File: src/lstc_defs.svh
`ifndef LSTC_DEFS_SVH
`define LSTC_DEFS_SVH

// ****************************************
// Widths
// ****************************************
`define LSTC_TRIM_W          8
`define LSTC_CNT_W           8
`define LSTC_EDGE_W          3

// ****************************************
// Measurement and correction figures
// ****************************************
`define LSTC_EDGE_FIRST      3'h1
`define LSTC_EDGE_LAST       3'h5
`define LSTC_MAX_STEP        8'h04
`define LSTC_TIMER_PRESCALE  32
`define LSTC_TRIM_MAX        9'h0ff

// ****************************************
// Reset values
// ****************************************
`define LSTC_TRIM_RESET      8'h80
`define LSTC_NOMINAL_RESET   8'hd0

// ****************************************
// Timing
// ****************************************
`define LSTC_CLK_PERIOD_NS   5
`define LSTC_APPLY_PERIOD_MS 10
`define LSTC_APPLY_CYCLES    ((`LSTC_APPLY_PERIOD_MS * 1000000) / `LSTC_CLK_PERIOD_NS)
`define LSTC_COMP_LIMIT_NS   7400
`define LSTC_COMP_CYCLES     (`LSTC_COMP_LIMIT_NS / `LSTC_CLK_PERIOD_NS)

`endif

File: src/lstc_pkg.sv
// ****************************************
// Shared types
// ****************************************
package lstc_pkg;

    // Static configuration, held stable by the integrator
    typedef struct packed {
        logic [7:0] trim_init;           // Factory trim loaded at init
        logic [7:0] max_total_corr;      // Largest cumulative correction
        logic [7:0] min_correction_step; // Smaller changes are dropped
        logic [7:0] nominal_count;       // Expected count at nominal clock
        logic [7:0] corr_factor;         // Integer steps per count
    } lstc_cfg_t;

    // Controller states
    typedef enum logic [2:0] {
        LSTC_INIT  = 3'b000,
        LSTC_IDLE  = 3'b001,
        LSTC_ARMED = 3'b010,
        LSTC_MEAS  = 3'b011,
        LSTC_COMP  = 3'b100,
        LSTC_READY = 3'b101
    } lstc_state_t;

endpackage : lstc_pkg

File: src/lstc_sync2.sv
`timescale 1ns/1ps

// ****************************************
// Two-stage level synchroniser
// ****************************************
module lstc_sync2 (
    // Clock and control
    input  wire logic clock,
    input  wire logic rst,
    input  wire logic clk_en,
    // Async level in, synchronised level out
    input  wire logic async_in,
    output logic      sync_out
);
    logic meta_q;  // First stage, read only by second stage
    logic meta_d;
    logic sync_q;  // Second stage
    logic sync_d;

    // Next values; idle LIN line is recessive high
    always_comb begin
        meta_d = meta_q;
        sync_d = sync_q;
        if (clk_en) begin
            meta_d = async_in;
            sync_d = meta_q;
        end
    end

    // Registers
    always_ff @(posedge clock) begin
        if (rst) begin
            meta_q <= 1'b1;
            sync_q <= 1'b1;
        end else begin
            meta_q <= meta_d;
            sync_q <= sync_d;
        end
    end

    assign sync_out = sync_q;

endmodule : lstc_sync2

File: src/lstc_tick.sv
`timescale 1ns/1ps

// ****************************************
// Periodic tick generator
// ****************************************
module lstc_tick #(
    parameter int unsigned PERIOD = 2000000  // Cycles between ticks
) (
    // Clock and control
    input  wire logic clock,
    input  wire logic rst,
    input  wire logic clk_en,
    // One-cycle tick
    output logic      tick
);
    localparam int unsigned CW = (PERIOD > 1) ? $clog2(PERIOD) : 1;

    logic [CW-1:0] cnt_q;   // Cycles since last tick
    logic [CW-1:0] cnt_d;
    logic          tick_q;  // Registered tick pulse
    logic          tick_d;

    // Next values; wraps at PERIOD-1
    always_comb begin
        cnt_d  = cnt_q;
        tick_d = 1'b0;
        if (clk_en) begin
            if (cnt_q == CW'(PERIOD - 1)) begin
                cnt_d  = '0;
                tick_d = 1'b1;
            end else begin
                cnt_d = cnt_q + CW'(1);
            end
        end else begin
            tick_d = tick_q;  // Frozen with the rest
        end
    end

    // Registers
    always_ff @(posedge clock) begin
        if (rst) begin
            cnt_q  <= '0;
            tick_q <= 1'b0;
        end else begin
            cnt_q  <= cnt_d;
            tick_q <= tick_d;
        end
    end

    assign tick = tick_q;

endmodule : lstc_tick

File: src/lstc_trim_ctrl.sv
// Notes on behaviour
// - Break report arms synch field timing
// - Stop at fifth falling edge, then compute
// - Apply at synch end only with flag
// - Apply flag set by 10 ms tick
// - Correction ready well before field end
// - Each trim change below two percent
// - Init derives trim limits; saturate updates
// - Truncating arithmetic underestimates the deviation
// - Field counted with an 8-bit counter
// - One trim step assumed 0.4 percent
// - Clock within 14, then 1.5 percent
// - Measure first to fifth falling edge
// - Count above nominal moves trim upward
// - Changes below minimum step are discarded
`timescale 1ns/1ps
`include "lstc_defs.svh"

// ****************************************
// LIN synch field trim controller
// ****************************************
module lstc_trim_ctrl #(
    parameter int unsigned APPLY_CYCLES = `LSTC_APPLY_CYCLES,   // Apply tick period in cycles
    parameter int unsigned PRESCALE     = `LSTC_TIMER_PRESCALE  // Clocks per timer count
) (
    // Clock and control
    input  wire logic              clock,
    input  wire logic              rst,
    input  wire logic              clk_en,
    // LIN receive pin and receiver events
    input  wire logic              lin_rx,
    input  wire logic              break_det,
    input  wire logic              synch_done,
    // Static configuration
    input  wire lstc_pkg::lstc_cfg_t cfg,
    // Trim and status
    output logic [7:0]             trim_value,
    output logic [7:0]             trim_upper_limit,
    output logic [7:0]             trim_lower_limit,
    output logic [7:0]             meas_count,
    output logic [7:0]             correction_mag,
    output logic                   correction_sign,
    output logic                   periodic_apply_flag,
    output logic                   trim_updated
);
    import lstc_pkg::*;

    localparam int unsigned PW = (PRESCALE > 1) ? $clog2(PRESCALE) : 1;

    // ****************************************
    // Pin synchronisation and edge detect
    // ****************************************
    logic rx_s;       // Synchronised receive line
    logic rx_prev_q;  // Previous synchronised level
    logic rx_prev_d;  // Next previous level
    logic fall;       // Recessive to dominant edge

    lstc_sync2 u_rx_sync (
        .clock    (clock),
        .rst      (rst),
        .clk_en   (clk_en),
        .async_in (lin_rx),
        .sync_out (rx_s)
    );

    // Next previous level; frozen with the rest while disabled
    always_comb begin
        rx_prev_d = rx_prev_q;
        if (clk_en) begin
            rx_prev_d = rx_s;
        end
    end

    // Edge detection only looks at the second stage
    always_ff @(posedge clock) begin
        if (rst) begin
            rx_prev_q <= 1'b1;
        end else begin
            rx_prev_q <= rx_prev_d;
        end
    end

    assign fall = rx_prev_q & ~rx_s;

    // ****************************************
    // Periodic apply tick
    // ****************************************
    logic tick;  // One-cycle pulse each apply period

    lstc_tick #(
        .PERIOD (APPLY_CYCLES)
    ) u_tick (
        .clock  (clock),
        .rst    (rst),
        .clk_en (clk_en),
        .tick   (tick)
    );

    // ****************************************
    // Controller state
    // ****************************************
    lstc_state_t     state_q, state_d;     // Controller state
    logic [PW-1:0]   pre_q, pre_d;         // Timer prescaler
    logic [7:0]      cnt_q, cnt_d;         // Synch field count
    logic [2:0]      edge_q, edge_d;       // Falling edges seen
    logic [7:0]      trim_q, trim_d;       // Oscillator trim
    logic [7:0]      upper_q, upper_d;     // Trim ceiling
    logic [7:0]      lower_q, lower_d;     // Trim floor
    logic [7:0]      mag_q, mag_d;         // Correction magnitude
    logic            sign_q, sign_d;       // High means move upward
    logic            flag_q, flag_d;       // Periodic apply flag
    logic            upd_q, upd_d;         // Trim write pulse

    // Combinational helpers
    logic [7:0]      diff;                 // Distance from nominal
    logic [15:0]     prod;                 // Steps before capping
    logic [8:0]      sum;                  // Upward candidate
    logic [7:0]      room_dn;              // Steps left to floor
    logic [8:0]      lim_hi;               // Unclipped ceiling

    // Next values for the whole controller
    always_comb begin
        state_d = state_q;
        pre_d   = pre_q;
        cnt_d   = cnt_q;
        edge_d  = edge_q;
        trim_d  = trim_q;
        upper_d = upper_q;
        lower_d = lower_q;
        mag_d   = mag_q;
        sign_d  = sign_q;
        flag_d  = flag_q;
        upd_d   = 1'b0;
        // Deviation: count over nominal means a fast clock
        diff    = (cnt_q > cfg.nominal_count) ? (cnt_q - cfg.nominal_count)
                                              : (cfg.nominal_count - cnt_q);
        // Integer factor truncates, so the step is never too large
        prod    = 16'(diff) * 16'(cfg.corr_factor);
        sum     = {1'b0, trim_q} + {1'b0, mag_q};
        room_dn = trim_q - lower_q;
        lim_hi  = {1'b0, cfg.trim_init} + {1'b0, cfg.max_total_corr};
        if (!clk_en) begin
            upd_d = upd_q;  // Everything frozen
        end else begin
            // Tick sets the flag; consuming it below never loses a tick
            if (tick) begin
                flag_d = 1'b1;
            end
            unique case (state_q)
                // Load factory trim and derive the limits
                LSTC_INIT: begin
                    trim_d  = cfg.trim_init;
                    // Budget bounds how far the trimmed clock can drift from factory
                    upper_d = (lim_hi > `LSTC_TRIM_MAX) ? 8'hff : lim_hi[7:0];
                    lower_d = (cfg.trim_init > cfg.max_total_corr) ?
                              (cfg.trim_init - cfg.max_total_corr) : 8'h00;
                    state_d = LSTC_IDLE;
                end
                // Nothing in flight
                LSTC_IDLE: begin
                end
                // Timing begins at the first falling edge
                LSTC_ARMED: begin
                    if (fall) begin
                        pre_d   = '0;
                        cnt_d   = 8'h00;
                        edge_d  = `LSTC_EDGE_FIRST;
                        state_d = LSTC_MEAS;
                    end
                end
                // Count prescaled clocks until the fifth edge
                LSTC_MEAS: begin
                    if (pre_q == PW'(PRESCALE - 1)) begin
                        pre_d = '0;
                        cnt_d = cnt_q + 8'h01;
                    end else begin
                        pre_d = pre_q + PW'(1);
                    end
                    if (fall) begin
                        edge_d = edge_q + 3'h1;
                        if (edge_q == `LSTC_EDGE_LAST - 3'h1) begin
                            state_d = LSTC_COMP;
                        end
                    end
                    // Synch byte ended early: field was malformed
                    if (synch_done) begin
                        state_d = LSTC_IDLE;
                    end
                end
                // One cycle of arithmetic, far inside the budget
                LSTC_COMP: begin
                    sign_d  = cnt_q > cfg.nominal_count;
                    mag_d   = (prod > 16'(`LSTC_MAX_STEP)) ? `LSTC_MAX_STEP
                                                           : prod[7:0];
                    state_d = LSTC_READY;
                end
                // Apply when the synch character is complete
                LSTC_READY: begin
                    if (synch_done) begin
                        state_d = LSTC_IDLE;
                        if (flag_q) begin
                            flag_d = tick;  // Set wins over clear
                            if (mag_q >= cfg.min_correction_step
                                && mag_q != 8'h00) begin
                                if (sign_q) begin
                                    trim_d = (sum > {1'b0, upper_q}) ? upper_q
                                                                     : sum[7:0];
                                end else begin
                                    trim_d = (mag_q > room_dn) ? lower_q
                                                               : (trim_q - mag_q);
                                end
                                upd_d = 1'b1;
                            end
                        end
                    end
                end
                default: begin
                    state_d = LSTC_IDLE;
                end
            endcase
            // A new break restarts the measurement from any state but init
            if (break_det && state_q != LSTC_INIT) begin
                state_d = LSTC_ARMED;
            end
        end
    end

    // Registers
    always_ff @(posedge clock) begin
        if (rst) begin
            state_q <= LSTC_INIT;
            pre_q   <= '0;
            cnt_q   <= 8'h00;
            edge_q  <= 3'h0;
            trim_q  <= `LSTC_TRIM_RESET;
            upper_q <= 8'hff;
            lower_q <= 8'h00;
            mag_q   <= 8'h00;
            sign_q  <= 1'b0;
            flag_q  <= 1'b0;
            upd_q   <= 1'b0;
        end else begin
            state_q <= state_d;
            pre_q   <= pre_d;
            cnt_q   <= cnt_d;
            edge_q  <= edge_d;
            trim_q  <= trim_d;
            upper_q <= upper_d;
            lower_q <= lower_d;
            mag_q   <= mag_d;
            sign_q  <= sign_d;
            flag_q  <= flag_d;
            upd_q   <= upd_d;
        end
    end

    // ****************************************
    // Outputs, all straight from flip-flops
    // ****************************************
    assign trim_value          = trim_q;
    assign trim_upper_limit    = upper_q;
    assign trim_lower_limit    = lower_q;
    assign meas_count          = cnt_q;
    assign correction_mag      = mag_q;
    assign correction_sign     = sign_q;
    assign periodic_apply_flag = flag_q;
    assign trim_updated        = upd_q;

    // ****************************************
    // Checks
    // ****************************************
    AST_ARM: assert property (@(posedge clock) disable iff (rst || !clk_en)
        (break_det && state_q != LSTC_INIT) |=> state_q == LSTC_ARMED)
        else $error("break did not arm measurement");

    AST_STOP: assert property (@(posedge clock) disable iff (rst || !clk_en)
        (state_q == LSTC_MEAS && fall && edge_q == 3'h4 && !break_det && !synch_done)
        |=> state_q == LSTC_COMP ##1 (state_q == LSTC_READY || $past(break_det)))
        else $error("fifth edge did not stop measurement");

    AST_NOAPPLY: assert property (@(posedge clock) disable iff (rst || !clk_en)
        (state_q == LSTC_READY && synch_done && !flag_q) |=> ($stable(trim_q) && !upd_q))
        else $error("trim changed without apply flag");

    AST_TICK: assert property (@(posedge clock) disable iff (rst || !clk_en)
        tick |=> flag_q)
        else $error("tick did not set apply flag");

    AST_STEP: assert property (@(posedge clock) disable iff (rst || !clk_en)
        (state_q != LSTC_INIT && $past(state_q) != LSTC_INIT && trim_q > $past(trim_q))
        |-> (trim_q - $past(trim_q)) <= `LSTC_MAX_STEP)
        else $error("trim rose by more than the step cap");

    AST_STEP_DN: assert property (@(posedge clock) disable iff (rst || !clk_en)
        (state_q != LSTC_INIT && $past(state_q) != LSTC_INIT && trim_q < $past(trim_q))
        |-> ($past(trim_q) - trim_q) <= `LSTC_MAX_STEP)
        else $error("trim fell by more than the step cap");

    AST_RANGE: assert property (@(posedge clock) disable iff (rst || !clk_en)
        (state_q != LSTC_INIT) |-> (trim_q <= upper_q && trim_q >= lower_q))
        else $error("trim outside saturation range");

    AST_UNDER: assert property (@(posedge clock) disable iff (rst || !clk_en)
        (state_q == LSTC_COMP && cfg.corr_factor <= 8'h01) |=> (mag_q <= diff || state_q != LSTC_READY))
        else $error("correction exceeds measured deviation");

    AST_SIGN: assert property (@(posedge clock) disable iff (rst || !clk_en)
        (state_q == LSTC_READY) |-> (sign_q == (cnt_q > cfg.nominal_count)))
        else $error("correction sign disagrees with count");

    AST_MIN: assert property (@(posedge clock) disable iff (rst || !clk_en)
        upd_q |-> (mag_q >= cfg.min_correction_step && mag_q != 8'h00))
        else $error("sub-minimum correction applied");

endmodule : lstc_trim_ctrl

File: config.mk
export PLATFORM = sky130hd
export DESIGN_NAME = lstc_trim_ctrl
export DESIGN_NICKNAME = d
export VERILOG_FILES = /design/src/lstc_pkg.sv /design/src/lstc_sync2.sv /design/src/lstc_tick.sv /design/src/lstc_trim_ctrl.sv
export VERILOG_INCLUDE_DIRS = /design/src
export SDC_FILE = /design/constraint.sdc
export NUM_CORES = 1
export LEC_CHECK = 0
export BUFFER_PORTS_ARGS = -buffer_cell sky130_fd_sc_hd__buf_2
export CORE_MARGIN = 8
export CORE_UTILIZATION = 50
export CTS_BUF_LIST = sky130_fd_sc_hd__clkbuf_16
export CTS_CLUSTER_SIZE = 12
export DETAILED_ROUTE_END_ITERATION = 6
export PLACE_DENSITY = 0.8
export SYNTH_ARGS = -nofsm -noshare
export SYNTH_HDL_FRONTEND = slang
export SYNTH_SLANG_ARGS = --single-unit
export TNS_END_PERCENT = 50
File: constraint.sdc
create_clock -name clock -period 8.9 [get_ports clock]
set_input_delay 1.78 -clock clock [delete_from_list [all_inputs] [get_ports clock]]
set_output_delay 1.78 -clock clock [all_outputs]
set_load 0.005 [all_outputs]
Word-level counts from Yosys, hierarchy flattened
Index checks and enable logic that the tools add are counted.
Storage, ports and cells
  flip-flop bits (word level): 79
  word-level logic and storage cells: 107
  input bits: 46
  output and inout bits: 43
Operators by class
  multiply operators: 1
  equality and inequality tests: 19
  bitwise operators: 2
  muxes and demuxes: 37
  reductions and logical operators: 14
  magnitude comparators: 7
  add/sub/neg operators: 11
Operators with widths (number)
  8-bit two-way mux: 12
  8-bit subtractor: 5
  8-bit case mux with 2 select lines: 2
  8-bit greater-than comparator: 3
  3-bit two-way mux: 8
  21-bit by 1-bit adder with 21-bit output, second input constant: 1
  21-bit equality test, second input constant: 1
  21-bit two-way mux: 1
  8-bit by 8-bit adder with 9-bit output: 2
  16-bit by 3-bit greater-than comparator with 1-bit output, second input constant: 1
  8-bit by 8-bit multiplier with 16-bit output: 1
  3-bit case mux with 5 select lines: 1
  2-bit inequality test, second input constant: 7
  5-bit two-way mux: 2
  5-bit case mux with 2 select lines: 1
  3-bit equality test, second input constant: 3
  9-bit by 8-bit greater-than comparator with 1-bit output: 1
  9-bit by 8-bit greater-than comparator with 1-bit output, second input constant: 1
  1-bit two-way mux: 9
  8-bit by 1-bit adder with 8-bit output, second input constant: 1
  8-bit greater-or-equal comparator: 1
  4-bit inequality test, second input constant: 2
  4-bit AND reduction: 2
  8-bit nonzero test: 1
  other kinds (17): 22

Depth between registers and ports, before layout
Gate-level depths: netlist (run 1).
  depth after elaboration: 8
  mapped depth: 28
  mapped depth without buffers: 27

Modules after synthesis
Synthesis (run 1) repeated with hierarchy kept, for this count alone.
Unflattened totals
  cells, all modules: 1118
  area total of the unflattened synthesis: 9041.2 um2
By module, submodules not included
  lstc_trim_ctrl: cells each 997, area an instance 7946.4 um2, instances 1, seq. area each 1101.1 um2
  lstc_tick: cells each 115, area an instance 1024.7 um2, instances 1, seq. area each 440.4 um2
  lstc_sync2: cells each 6, area an instance 70.1 um2, instances 1, seq. area each 40.0 um2

Worst setup path before layout (run 1)
Ideal clock, no wire load.
  kind: input port to flip-flop
  start point: in cfg[13] (netlist name)
  end point: reg mag_q[2], in the netlist correction_mag[2]
  path slack: 0.431 ns
  stages: 25
  arrival time: 8.350 ns
  path buffers: 3
  required time: 8.781 ns
  library setup time: 0.119 ns
  cells stage by stage: inv_1 ha_1 buf_6 a211o_1 a21o_1 o21ai_4 mux2i_1 a221oi_4 buf_6 o311ai_0 fa_1 fa_1 fa_1 inv_1 fa_1 inv_1 ha_1 clkbuf_1 nand4_1 or4b_2 nand2_1 mux2_2 nor4_1 nand3_1 o221a_2
Between the ends
  word-level cells in the longest chain between the ends: 5
  elaborated cells on any way between the ends: 7
  classes of those cells: 2 x add/sub; 1 x mul; 2 x order compare; 2 x mux
Ends and longest elaborated chain
  start: declaration: RTL line lstc_trim_ctrl.sv:35  | input wire lstc_pkg::lstc_cfg_t cfg,
  8-bit subtractor (tied with other cells): RTL line lstc_trim_ctrl.sv:136  | : (cfg.nominal_count - cnt_q);
  8-bit two-way mux (*): RTL line lstc_trim_ctrl.sv:135  | diff = (cnt_q > cfg.nominal_count) ? (cnt_q - cfg.nominal_count)
  8-bit by 8-bit multiplier with 16-bit output (*): RTL line lstc_trim_ctrl.sv:138  | prod = 16'(diff) * 16'(cfg.corr_factor);
  16-bit by 3-bit greater-than comparator with 1-bit output: RTL line lstc_trim_ctrl.sv:193  | mag_d = (prod > 16'(`LSTC_MAX_STEP)) ? `LSTC_MAX_STEP
  8-bit two-way mux (*): RTL line lstc_trim_ctrl.sv:193
  end signal: assignment: RTL line lstc_trim_ctrl.sv:250  | mag_q <= mag_d;
  end: declaration: RTL line lstc_trim_ctrl.sv:109  | logic [7:0] mag_q, mag_d;
Mark *: on every way between the ends. The rest lies on a longest branch, timed or not.
A chain may end at the register's enable or synchronous reset.

Worst setup path after layout (run 1)
  start point: in cfg[8] (netlist name)
  end point: reg mag_q[2], in the netlist correction_mag[2]
The elaborated chain is that of the path after synthesis.

==> results of run 1 <==
-- report_power, final --
part	internal (mW)	switching (mW)
Clock	0.253	0.164
Sequential	0.364	0.0165
Combinational	0.369	0.500
-- area by class of cell --
class                           count  area, um^2  area share (%)
Clock inverter                      7         114            1.13
Clock buffer                        9         225            2.24
Timing Repair Buffer               98         528            5.25
Inverter                          130         488            4.85
Sequential cell                    79        1580            15.7
Multi-Input combinational cell    874        6840            68.0
Tap cell                          229         287            2.85
-- kinds of logic after synthesis --
logic type                 after synthesis
buffers and inverters                  178
AOI/OAI and AO/OA                      235
adders and majority gates              162
muxes                                   19
xor gates and xnor gates                58
DFF                                     79
and+or+nand+nor                        400
-- flip-flops by register name, summed over array words and instances (netlist names) --
register             count
correction_mag           8
trim_value               8
meas_count               8
edge_q                   3
u_tick.cnt_q            21
state_q                  3
rx_prev_q                1
trim_updated             1
pre_q                    5
u_rx_sync.sync_out       1
trim_upper_limit         8
periodic_apply_flag      1
trim_lower_limit         8
u_tick.tick              1
correction_sign          1
u_rx_sync.meta_q         1
-- per-stage QoR --
step	cells	utilization [%]	total power [mW]	setup slack, ns
global placement	1410	54.3	1.23	0.270
finish	1426	56.2	1.67	0.452
detailed placement	1410	54.3	1.24	0.165
global route	1426	56.2	1.80	0.0363
floorplan	1131	-	1.03	0.431
CTS	1426	56.2	1.67	0.487
-- how the worst max path moves through the flow --
stage / endpoint / slack, ns
2_1_floorplan: correction_mag[2] / 0.43
3_3_place_gp: correction_mag[2] / 0.27
3_5_place_dp: correction_mag[2] / 0.17
4_1_cts: correction_mag[2] / 0.49
5_1_grt: correction_mag[2] / 0.04
6_report: correction_mag[2] / 0.45
-- cells in the final DEF, fill, tap and decap left out, types with 7 or more instances in the layout --
cell type,count
o21ai_0,38
a21o_1,12
nand3_1,43
inv_1,129
nor3b_1,12
nor2_1,77
xnor2_1,31
a22oi_1,7
and2_1,27
o211ai_1,16
buf_4,9
nor3_1,25
nor4_1,8
clkbuf_16,9
a21oi_1,60
dfxtp_1,79
a31oi_1,10
and3_1,18
o21a_1,12
fa_1,43
or3_1,8
nor2b_1,41
nand2_1,63
ha_1,119
buf_2,88
mux2i_1,17
nand2b_1,20
xor2_1,26
nand4_1,31
-- critical path, delay by kind of cell --
kind | cells | cell delay [ns]
buf+inv | 4 | 0.25
simple gates | 6 | 1.52
compound gates | 5 | 1.32
mux | 2 | 0.74
fa+ha+maj | 7 | 3.07
-- metal layers --
| layer | part of all wire (%) | GRT usage, % | up-vias |
|---|---|---|---|
| li1 | - | - | 4087 |
| met1 | 45 | 28.8 | 3983 |
| met2 | 46 | 33.8 | 332 |
| met3 | 7.8 | 5.14 | 39 |
| met4 | 1.4 | 4.80 | 2 |
| met5 | 0.041 | 0 | - |
==> impl_metrics.yaml, run 1 <==
floorplanning:
  die_h_um: 151
  start_util_pct: 50.9
  rows: 49
  fp.dieArea_um2: 22800
  ioPinCount: 89
  core_um2: 17900
  dieWidth_um: 151
cells_and_area:
  diodes: 0
  area_delta_synth_final_pct: 10.4
  layout.nets: 1400
  drive_gt1_share_pct: 11.2
  num-fill-cells: 1679
  fin_area_um2: 10100
global_routing:
  grt_usage_pct: 21.3
  antenna_found_initial: 1
  grt_pass1_wl_um: 39900
  grt_pass1_vias: 8036
  grt_remaining_overflow: 0
  grt_max_degree: 36
synthesis:
  synth_common_cells: "129 x inv_1, 119 x ha_1, 79 x dfxtp_1"
  synth_mux_area_share_pct: 2.11
  ys_ff_latch: 79
  synth_nets: 1339
  synthTopCellsByArea: "dfxtp_1 17%, ha_1 16%, fa_1 9.4%, inv_1 5.3%, a21oi_1 3.3%"
  yosysUniqueCellTypes: 79
  syn_area_um2: 9120
  ys_warn_count: 0
  synth_xor_area_share_pct: 5.65
  synth_compound_area_share_pct: 18.0
  synth_top_family_by_area: "adder cells"
  synth.most_common_cell: "inv_1"
  yosys.area.top_type: "dfxtp_1"
  syn-instance-count: 1131
  synthSimpleGateAreaFrac_pct: 23.5
  synthFlopType: "dfxtp_1"
  synth_fa_ha_area_share_pct: 25.8
  syn_area_per_cell_um2: 8.06
  synth-async-reset-ratio_pct: 0
  yosys.area.top_type_share_pct: 17.3
  synth_seq_area_share_pct: 17.3
  synth_edf_count: 0
sta:
  layout_min_cycle_time_ns: 8.45
  rsz0062_at_grt: "false"
  fmax_mhz: 118
  worst_pin_slew_ns: 0.858
  setup_viol: 0
  slew_headroom_pct: 42.4
  final.setup.tns_ns: 0
  fin_worst_skew_ns: 0.00977
  whs_ns: 0.470
  hold_viol: 0
  drv_slew: 0
  min_period_over_period_pct: 94.9
power:
  ir_worst_vdd_mv: 0.0937
  powerDensity_nw_per_um2: 166
  p_leak_nw: 4.61
critical_path:
  start_kind: "input pin"
  crit_start: "cfg[8]"
  crit_required_ns: 9.13
  ff2ff_setup_slack_ns: 1.46
  cp_slowest_cell: "or4b_2"
  cpMostUsedCell: "fa_1"
  cp.arrival_ns: 8.68
  worstRegToRegCells: 24
  cp_max_fo: 8
  slowest_delay_ns: 0.61
  worstPathCellList: "buf_2 > ha_1 > inv_1 > fa_1 > nand3_1 > a21oi_2 > o21ai_4 > mux2i_1 > a221oi_4 > o311ai_0 > fa_1 > fa_1 > fa_1 > inv_1 > fa_1 > inv_1 > ha_1 > nand4_1 > or4b_2 > nand2_1 > mux2_2 > nor4_1 > nand3_1 > o221a_2"
  worst-setup-path-type: "in2reg"
  cp-end-kind: "flip-flop"
  r2r-start: "meas_count[0]"
  rr_endpoint: "correction_mag[2]"
routing:
  first_pass_iters: 5
  vias: 8443
  drc_errors: 0
  drtAntennaViolNets: 0
  via_per_inst: 5.92
  drt-total-wl_um: 24300
  drt_iter0_markers: 571
  wire_per_inst_um: 17.0
worst_hold_path:
  worstHoldEndpoint: "pre_q[4]"
  min_path_type: "reg2reg"
  hp-start: "pre_q[4]"
  hold_depth: 2
clock_network:
  clockBufferDepth: 2
  hold_buffers: 0
  cts_tree: "done"
  cts_sinks: 79
  clock-root-buffer: "clkbuf_16"
  post-cts-setup-buffers: 0
  cts_buffers: 9
  clk_latency_ns: 0.34
  h-tree-depth: 3
  cts_resized: 0
  clkTransAtPathRegs_ns: 0.07
placed_design:
  hpwl_um: 19400
  portBuffers: 88
  place_congestion: 0.948
  place_area_um2: 9720
run_status:
  outcome: "finished clean"
job:
  drv_cap: 0
Power figures use the tool's default switching activity.
==> inputs of run 2 (changes only) <==
Settings changed: ABC_AREA from default to 1, SLEW_MARGIN from default to 10.
==> run 2 against run 1 <==
- non-clock buffer count decreased by 10
- critical path depth increased by 8
- first-iteration DRC count increased by 13%
- power decreased by 1.8%
- via count decreased by 1.4%
- largest power group unchanged
- register-to-register slack improved by 1.2 ns
- cell area decreased by 4.4%
- worst hold slack got worse by 0.0092 ns
- die area decreased by 3.9%
- sequential cell count unchanged
==> impl_metrics.yaml, run 2 <==
run_status:
  outcome: "finished clean"
power:
  p_leak_nw: 5.14
  swShare_pct: 43.5
  clkPwrFrac_pct: 22.9
  internal_power_mw: 0.924
  powerDensity_nw_per_um2: 170
  ir_worst_vdd_mv: 0.106
  p_switching_mw: 0.711
  pwr-share-comb_pct: 53.2
  sequentialPowerShare_pct: 23.9
worst_hold_path:
  min_path_type: "reg2reg"
  worstHoldEndpoint: "u_rx_sync.meta_q"
  hold_depth: 2
  hp-start: "u_rx_sync.meta_q"
sta:
  rsz0062_at_grt: "false"
  final.setup.tns_ns: 0
  hold_viol: 0
  slew_headroom_pct: 44.3
  min_period_over_period_pct: 81.6
  whs_ns: 0.461
  layout_min_cycle_time_ns: 7.26
  fmax_mhz: 138
  fin_worst_skew_ns: 0.00764
  drv_slew: 0
  setup_viol: 0
  worst_pin_slew_ns: 0.836
clock_network:
  clkTransAtPathRegs_ns: 0.06
  cts_resized: 0
  hold_buffers: 0
  clockBufferDepth: 2
  clock-root-buffer: "clkbuf_16"
  post-cts-setup-buffers: 0
  cts_tree: "done"
  cts_sinks: 79
  h-tree-depth: 3
  clk_latency_ns: 0.34
  cts_buffers: 9
cells_and_area:
  layout_commonest_cell: "inv_1"
  layout.nets: 1542
  diodes: 0
  final_util_pct: 56.0
  fin_area_um2: 9620
  num-fill-cells: 1650
  final_cell_mix: "233 x inv_1, 230 x nand2_1, 129 x nor2_1"
  largest_register: "u_tick.cnt_q"
  largest_register_ffs: 21
  drive_gt1_share_pct: 10.8
  area_delta_synth_final_pct: 10.4
critical_path:
  crit_family: "adder cells"
  path_buf_inv: 8
  crit_start: "cfg[8]"
  start_kind: "input pin"
  cp.arrival_ns: 7.50
  cpMostUsedCell: "inv_1"
  cp-end-kind: "flip-flop"
  r2r-start: "meas_count[0]"
  ff2ff_setup_slack_ns: 2.63
  slowest_delay_ns: 0.55
  rr_endpoint: "correction_mag[2]"
  cp_slowest_cell: "fa_1"
  crit_required_ns: 9.14
  worstRegToRegCells: 32
  worst-setup-path-type: "in2reg"
  cp_max_fo: 10
synthesis:
  synth_common_cells: "233 x inv_1, 230 x nand2_1, 129 x nor2_1"
  syn_area_per_cell_um2: 6.93
  synth_edf_count: 0
  ys_warn_count: 0
  yosysUniqueCellTypes: 49
  syn_area_um2: 8720
  synth_nets: 1465
  synth.most_common_cell: "inv_1"
  synth-async-reset-ratio_pct: 0
  synth_seq_area_share_pct: 18.1
  synthTopCellsByArea: "dfxtp_1 18%, ha_1 17%, inv_1 10%, nand2_1 9.9%, fa_1 9.9%"
  ys_ff_latch: 79
  synthFlopType: "dfxtp_1"
  yosys.area.top_type_share_pct: 18.1
  syn-instance-count: 1257
  yosys.area.top_type: "dfxtp_1"
routing:
  top_layer: "met4"
  first_pass_iters: 6
  wl_met2_um: 10300
  drc_errors: 0
  vias: 8321
  via_per_inst: 5.32
  drt-total-wl_um: 22000
  drtAntennaViolNets: 0
  route.met3.wl_um: 1270
  wire_per_inst_um: 14.0
  drt_iter0_markers: 648
  drt-met1-wl_um: 10000
floorplanning:
  dieWidth_um: 148
  ioPinCount: 89
  fp.dieArea_um2: 21900
  start_util_pct: 50.7
  rows: 48
  die_h_um: 148
  core_um2: 17200
job:
  drv_cap: 0
global_routing:
  grt_usage_pct: 20.4
  grt_pass1_wl_um: 37500
  grt_max_degree: 39
  antenna_found_initial: 0
  grt_pass1_vias: 8188
  grt_remaining_overflow: 0
placed_design:
  portBuffers: 88
  hpwl_um: 18000
  place_congestion: 0.921
  place_area_um2: 9330
run 2: changes by cell type after synthesis, moves of 26 or more:
cell      change
and2_1       -27
inv_1       +104
a21oi_1      +37
nand3_1      +35
nor2_1       +52
nand2_1     +167
nor2b_1      -41
clkbuf_1     -26
run 2: power groups by stage:
stage | logic (mW) | clock network [mW] | registers, mW
final | 0.869 | 0.375 | 0.391
after global routing | 1.01 | 0.391 | 0.393
after CTS | 0.868 | 0.379 | 0.391
after detailed placement | 0.860 | 0 | 0.399
after global placement | 0.830 | 0 | 0.398
after floorplan | 0.675 | 0 | 0.393
run 2: final cells by class:
type                            instances  area, um^2  area share (%)
Clock buffer                            9         225            2.34
Clock inverter                          7        70.1           0.728
Inverter                              240         901            9.36
Multi-Input combinational cell        916        6120            63.6
Sequential cell                        79        1580            16.4
Tap cell                              225         282            2.93
Timing Repair Buffer                   88         440            4.58
run 2: tightest hold or removal path, cell delays in order, from the launching register on:
cell	delay [ns]
dfxtp_1	0.33
nand2_1	0.05
nand3_1	0.05
run 2: kinds of logic (layout without fill, tap and decap cells):
kind of cell	after synthesis	in the layout	synth area share, %
AND/OR/NAND/NOR	525	525	26.7
buffers and inverters	262	344	11.6
multiplexers	2	2	0.316
adder cells (fa/ha/maj)	162	162	27.0
flip-flops	79	79	18.1
XOR/XNOR	39	39	4.09
AO/OA/AOI/OAI	188	188	12.2
run 2: routing by layer:
layer / vias up / GRT usage [%]
li1: 4188 / -
met1: 3834 / 26.1
met2: 262 / 34.9
met3: 37 / 3.33
met4: 0 / 4.95
met5: - / 0
run 2: worst max-delay path by stage:
stage	slack, ns	end	cells past startpoint
floorplan	1.87	correction_mag[2]	32
global route	1.19	correction_mag[2]	30
global placement	1.45	correction_mag[2]	30
detailed placement	1.34	correction_mag[2]	31
finish	1.64	correction_mag[2]	32
CTS	1.68	correction_mag[2]	32
run 2: through the flow:
stage               instances  setup WS, ns  total power, mW
detailed placement       1548          1.34             1.26
global placement         1548          1.45             1.23
finish                   1564          1.64             1.64
CTS                      1564          1.68             1.64
global route             1564          1.19             1.80
floorplan                1257          1.87             1.07
==> inputs of run 3 (changes only) <==
Settings changed: PLACE_DENSITY 0.8 to 0.77.
Clock period 8.9 ns to 7.1 ns, I/O delays scaled along.
==> run 3 against run 2 <==
- first-iteration DRC count is 25% lower
- cell area is 1.4% higher
- clock skew is 0.0027 ns higher
- count of clock-buffer cells in the layout stayed put
- sequential share of layout area is 0.23 points lower
- setup slack worse by 1.2 ns
- critical path depth is 1 higher
- sequential cell count stayed put
- wire length hardly changed
- worst hold slack worse by 0.0013 ns
- non-clock buffer count is 14 higher
- combinational power is 27% higher
- largest cell class unchanged
==> impl_metrics.yaml, run 3 (same netlist as run 2, synthesis figures left out) <==
global_routing:
  grt_pass1_wl_um: 36400
  grt_max_degree: 39
  antenna_found_initial: 0
  grt_pass1_vias: 7904
  grt_usage_pct: 20.0
  grt_remaining_overflow: 0
critical_path:
  cp_slowest_cell: "fa_1"
  cp-end-kind: "flip-flop"
  slowest_delay_ns: 0.54
  cp.arrival_ns: 6.93
  worst-setup-path-type: "in2reg"
  cp_max_fo: 8
  ff2ff_setup_slack_ns: 1.04
  cpMostUsedCell: "inv_1"
  start_kind: "input pin"
  crit_required_ns: 7.35
  worstRegToRegCells: 33
  r2r-start: "meas_count[0]"
  rr_endpoint: "correction_mag[2]"
sta:
  drv_slew: 0
  worst_pin_slew_ns: 0.704
  fmax_mhz: 150
  fin_worst_skew_ns: 0.0104
  layout_min_cycle_time_ns: 6.68
  min_period_over_period_pct: 94.1
  setup_viol: 0
  hold_viol: 0
  slew_headroom_pct: 52.9
worst_hold_path:
  hold_depth: 2
  min_path_type: "reg2reg"
  hp-start: "u_rx_sync.meta_q"
  worstHoldEndpoint: "u_rx_sync.meta_q"
clock_network:
  cts_sinks: 79
  clockBufferDepth: 2
  cts_buffers: 9
  clkTransAtPathRegs_ns: 0.07
  h-tree-depth: 3
  clock-root-buffer: "clkbuf_16"
  cts_tree: "done"
  clk_latency_ns: 0.34
routing:
  drt-total-wl_um: 22000
  drc_errors: 0
  first_pass_iters: 5
  via_per_inst: 5.21
  drtAntennaViolNets: 0
  top_layer: "met4"
  drt_iter0_markers: 489
  drt-met1-wl_um: 9850
  vias: 8214
  route.met3.wl_um: 1330
  wire_per_inst_um: 13.9
  wl_met2_um: 10300
floorplanning:
  start_util_pct: 50.7
  dieWidth_um: 148
  die_h_um: 148
  ioPinCount: 89
  fp.dieArea_um2: 21900
  rows: 48
  core_um2: 17200
placed_design:
  portBuffers: 88
  hpwl_um: 17800
  place_congestion: 0.902
  placed_cells: 1560
cells_and_area:
  finalNonFillerCells: 1577
  largest_register_ffs: 21
  largest_register: "u_tick.cnt_q"
  final_util_pct: 56.8
  layout_commonest_cell: "inv_1"
  drive_gt1_share_pct: 11.8
  diodes: 0
  final_cell_mix: "233 x inv_1, 229 x nand2_1, 127 x nor2_1"
  layout.nets: 1556
  area_delta_synth_final_pct: 12.0
power:
  powerDensity_nw_per_um2: 213
  ir_worst_vdd_mv: 0.146
  p_leak_nw: 5.21
run_status:
  outcome: "finished clean"
job:
  drv_cap: 0
run 3: changes by cell type in the layout (fill, tap and decap cells not counted), moves of 2 or more:
cell,previous run,this run
buf_4,0,14
clkinv_2,2,0
nor2_1,129,127
nor2_2,7,9
run 3: worst max path at each step:
| stage | to | start | depth (start not counted) |
|---|---|---|---|
| after floorplan | correction_mag[2] | cfg[8] | 32 |
| after global placement | correction_mag[2] | cfg[8] | 32 |
| after detailed placement | correction_mag[2] | cfg[8] | 33 |
| after CTS | correction_mag[2] | cfg[8] | 33 |
| after global routing | correction_mag[2] | cfg[8] | 33 |
| final | correction_mag[2] | cfg[8] | 33 |
run 3: area by class of cell:
cell class                      instances  area [um^2]
Sequential cell                        79         1580
Multi-Input combinational cell        916         6140
Tap cell                              225          282
Inverter                              240          901
Fill cell                            1696         7420
Clock buffer                            9          225
Timing Repair Buffer                  102          546
Clock inverter                          6         83.8
run 3: stage by stage:
step | instance area (um^2) | total power, mW | setup TNS [ns] | hold slack [ns] | worst slack, ns
floorplan | 8720 | 1.34 | 0 | 0.429 | 0.426
global placement | 9420 | 1.55 | 0 | 0.440 | 0.165
detailed placement | 9420 | 1.57 | 0 | 0.443 | 0.0725
CTS | 9720 | 2.07 | 0 | 0.460 | 0.410
global route | 9760 | 2.29 | -0.0532 | 0.493 | -0.0404
finish | 9760 | 2.07 | 0 | 0.460 | 0.421
run 3: report_power, final:
group	internal [mW]	leakage [nW]	switching, mW
Clock	0.305	0.147	0.184
Sequential	0.465	0.642	0.0257
Combinational	0.426	4.42	0.669
Total	1.20	5.21	0.879
run 3: layer usage:
layer / track usage (%) / up-vias
li1: - / 4217
met1: 25.4 / 3739
met2: 34.1 / 223
met3: 3.00 / 35
met4: 6.37 / 0
met5: 0 / -
run 3: repair_timing:
| action | CTS | global route |
|---|---|---|
| hold buffers | 0 | 0 |
| buffers inserted | 0 | 2 |
| gates resized for setup | 0 | 5 |
| setup endpoints to repair | 0 | 3 |
run 3: worst max-delay path: cells and delay by family:
kind,cells,cell delay [ns]
buf+inv,9,0.63
compound gates,3,0.39
fa+ha+maj,7,3.01
simple gates,14,1.46
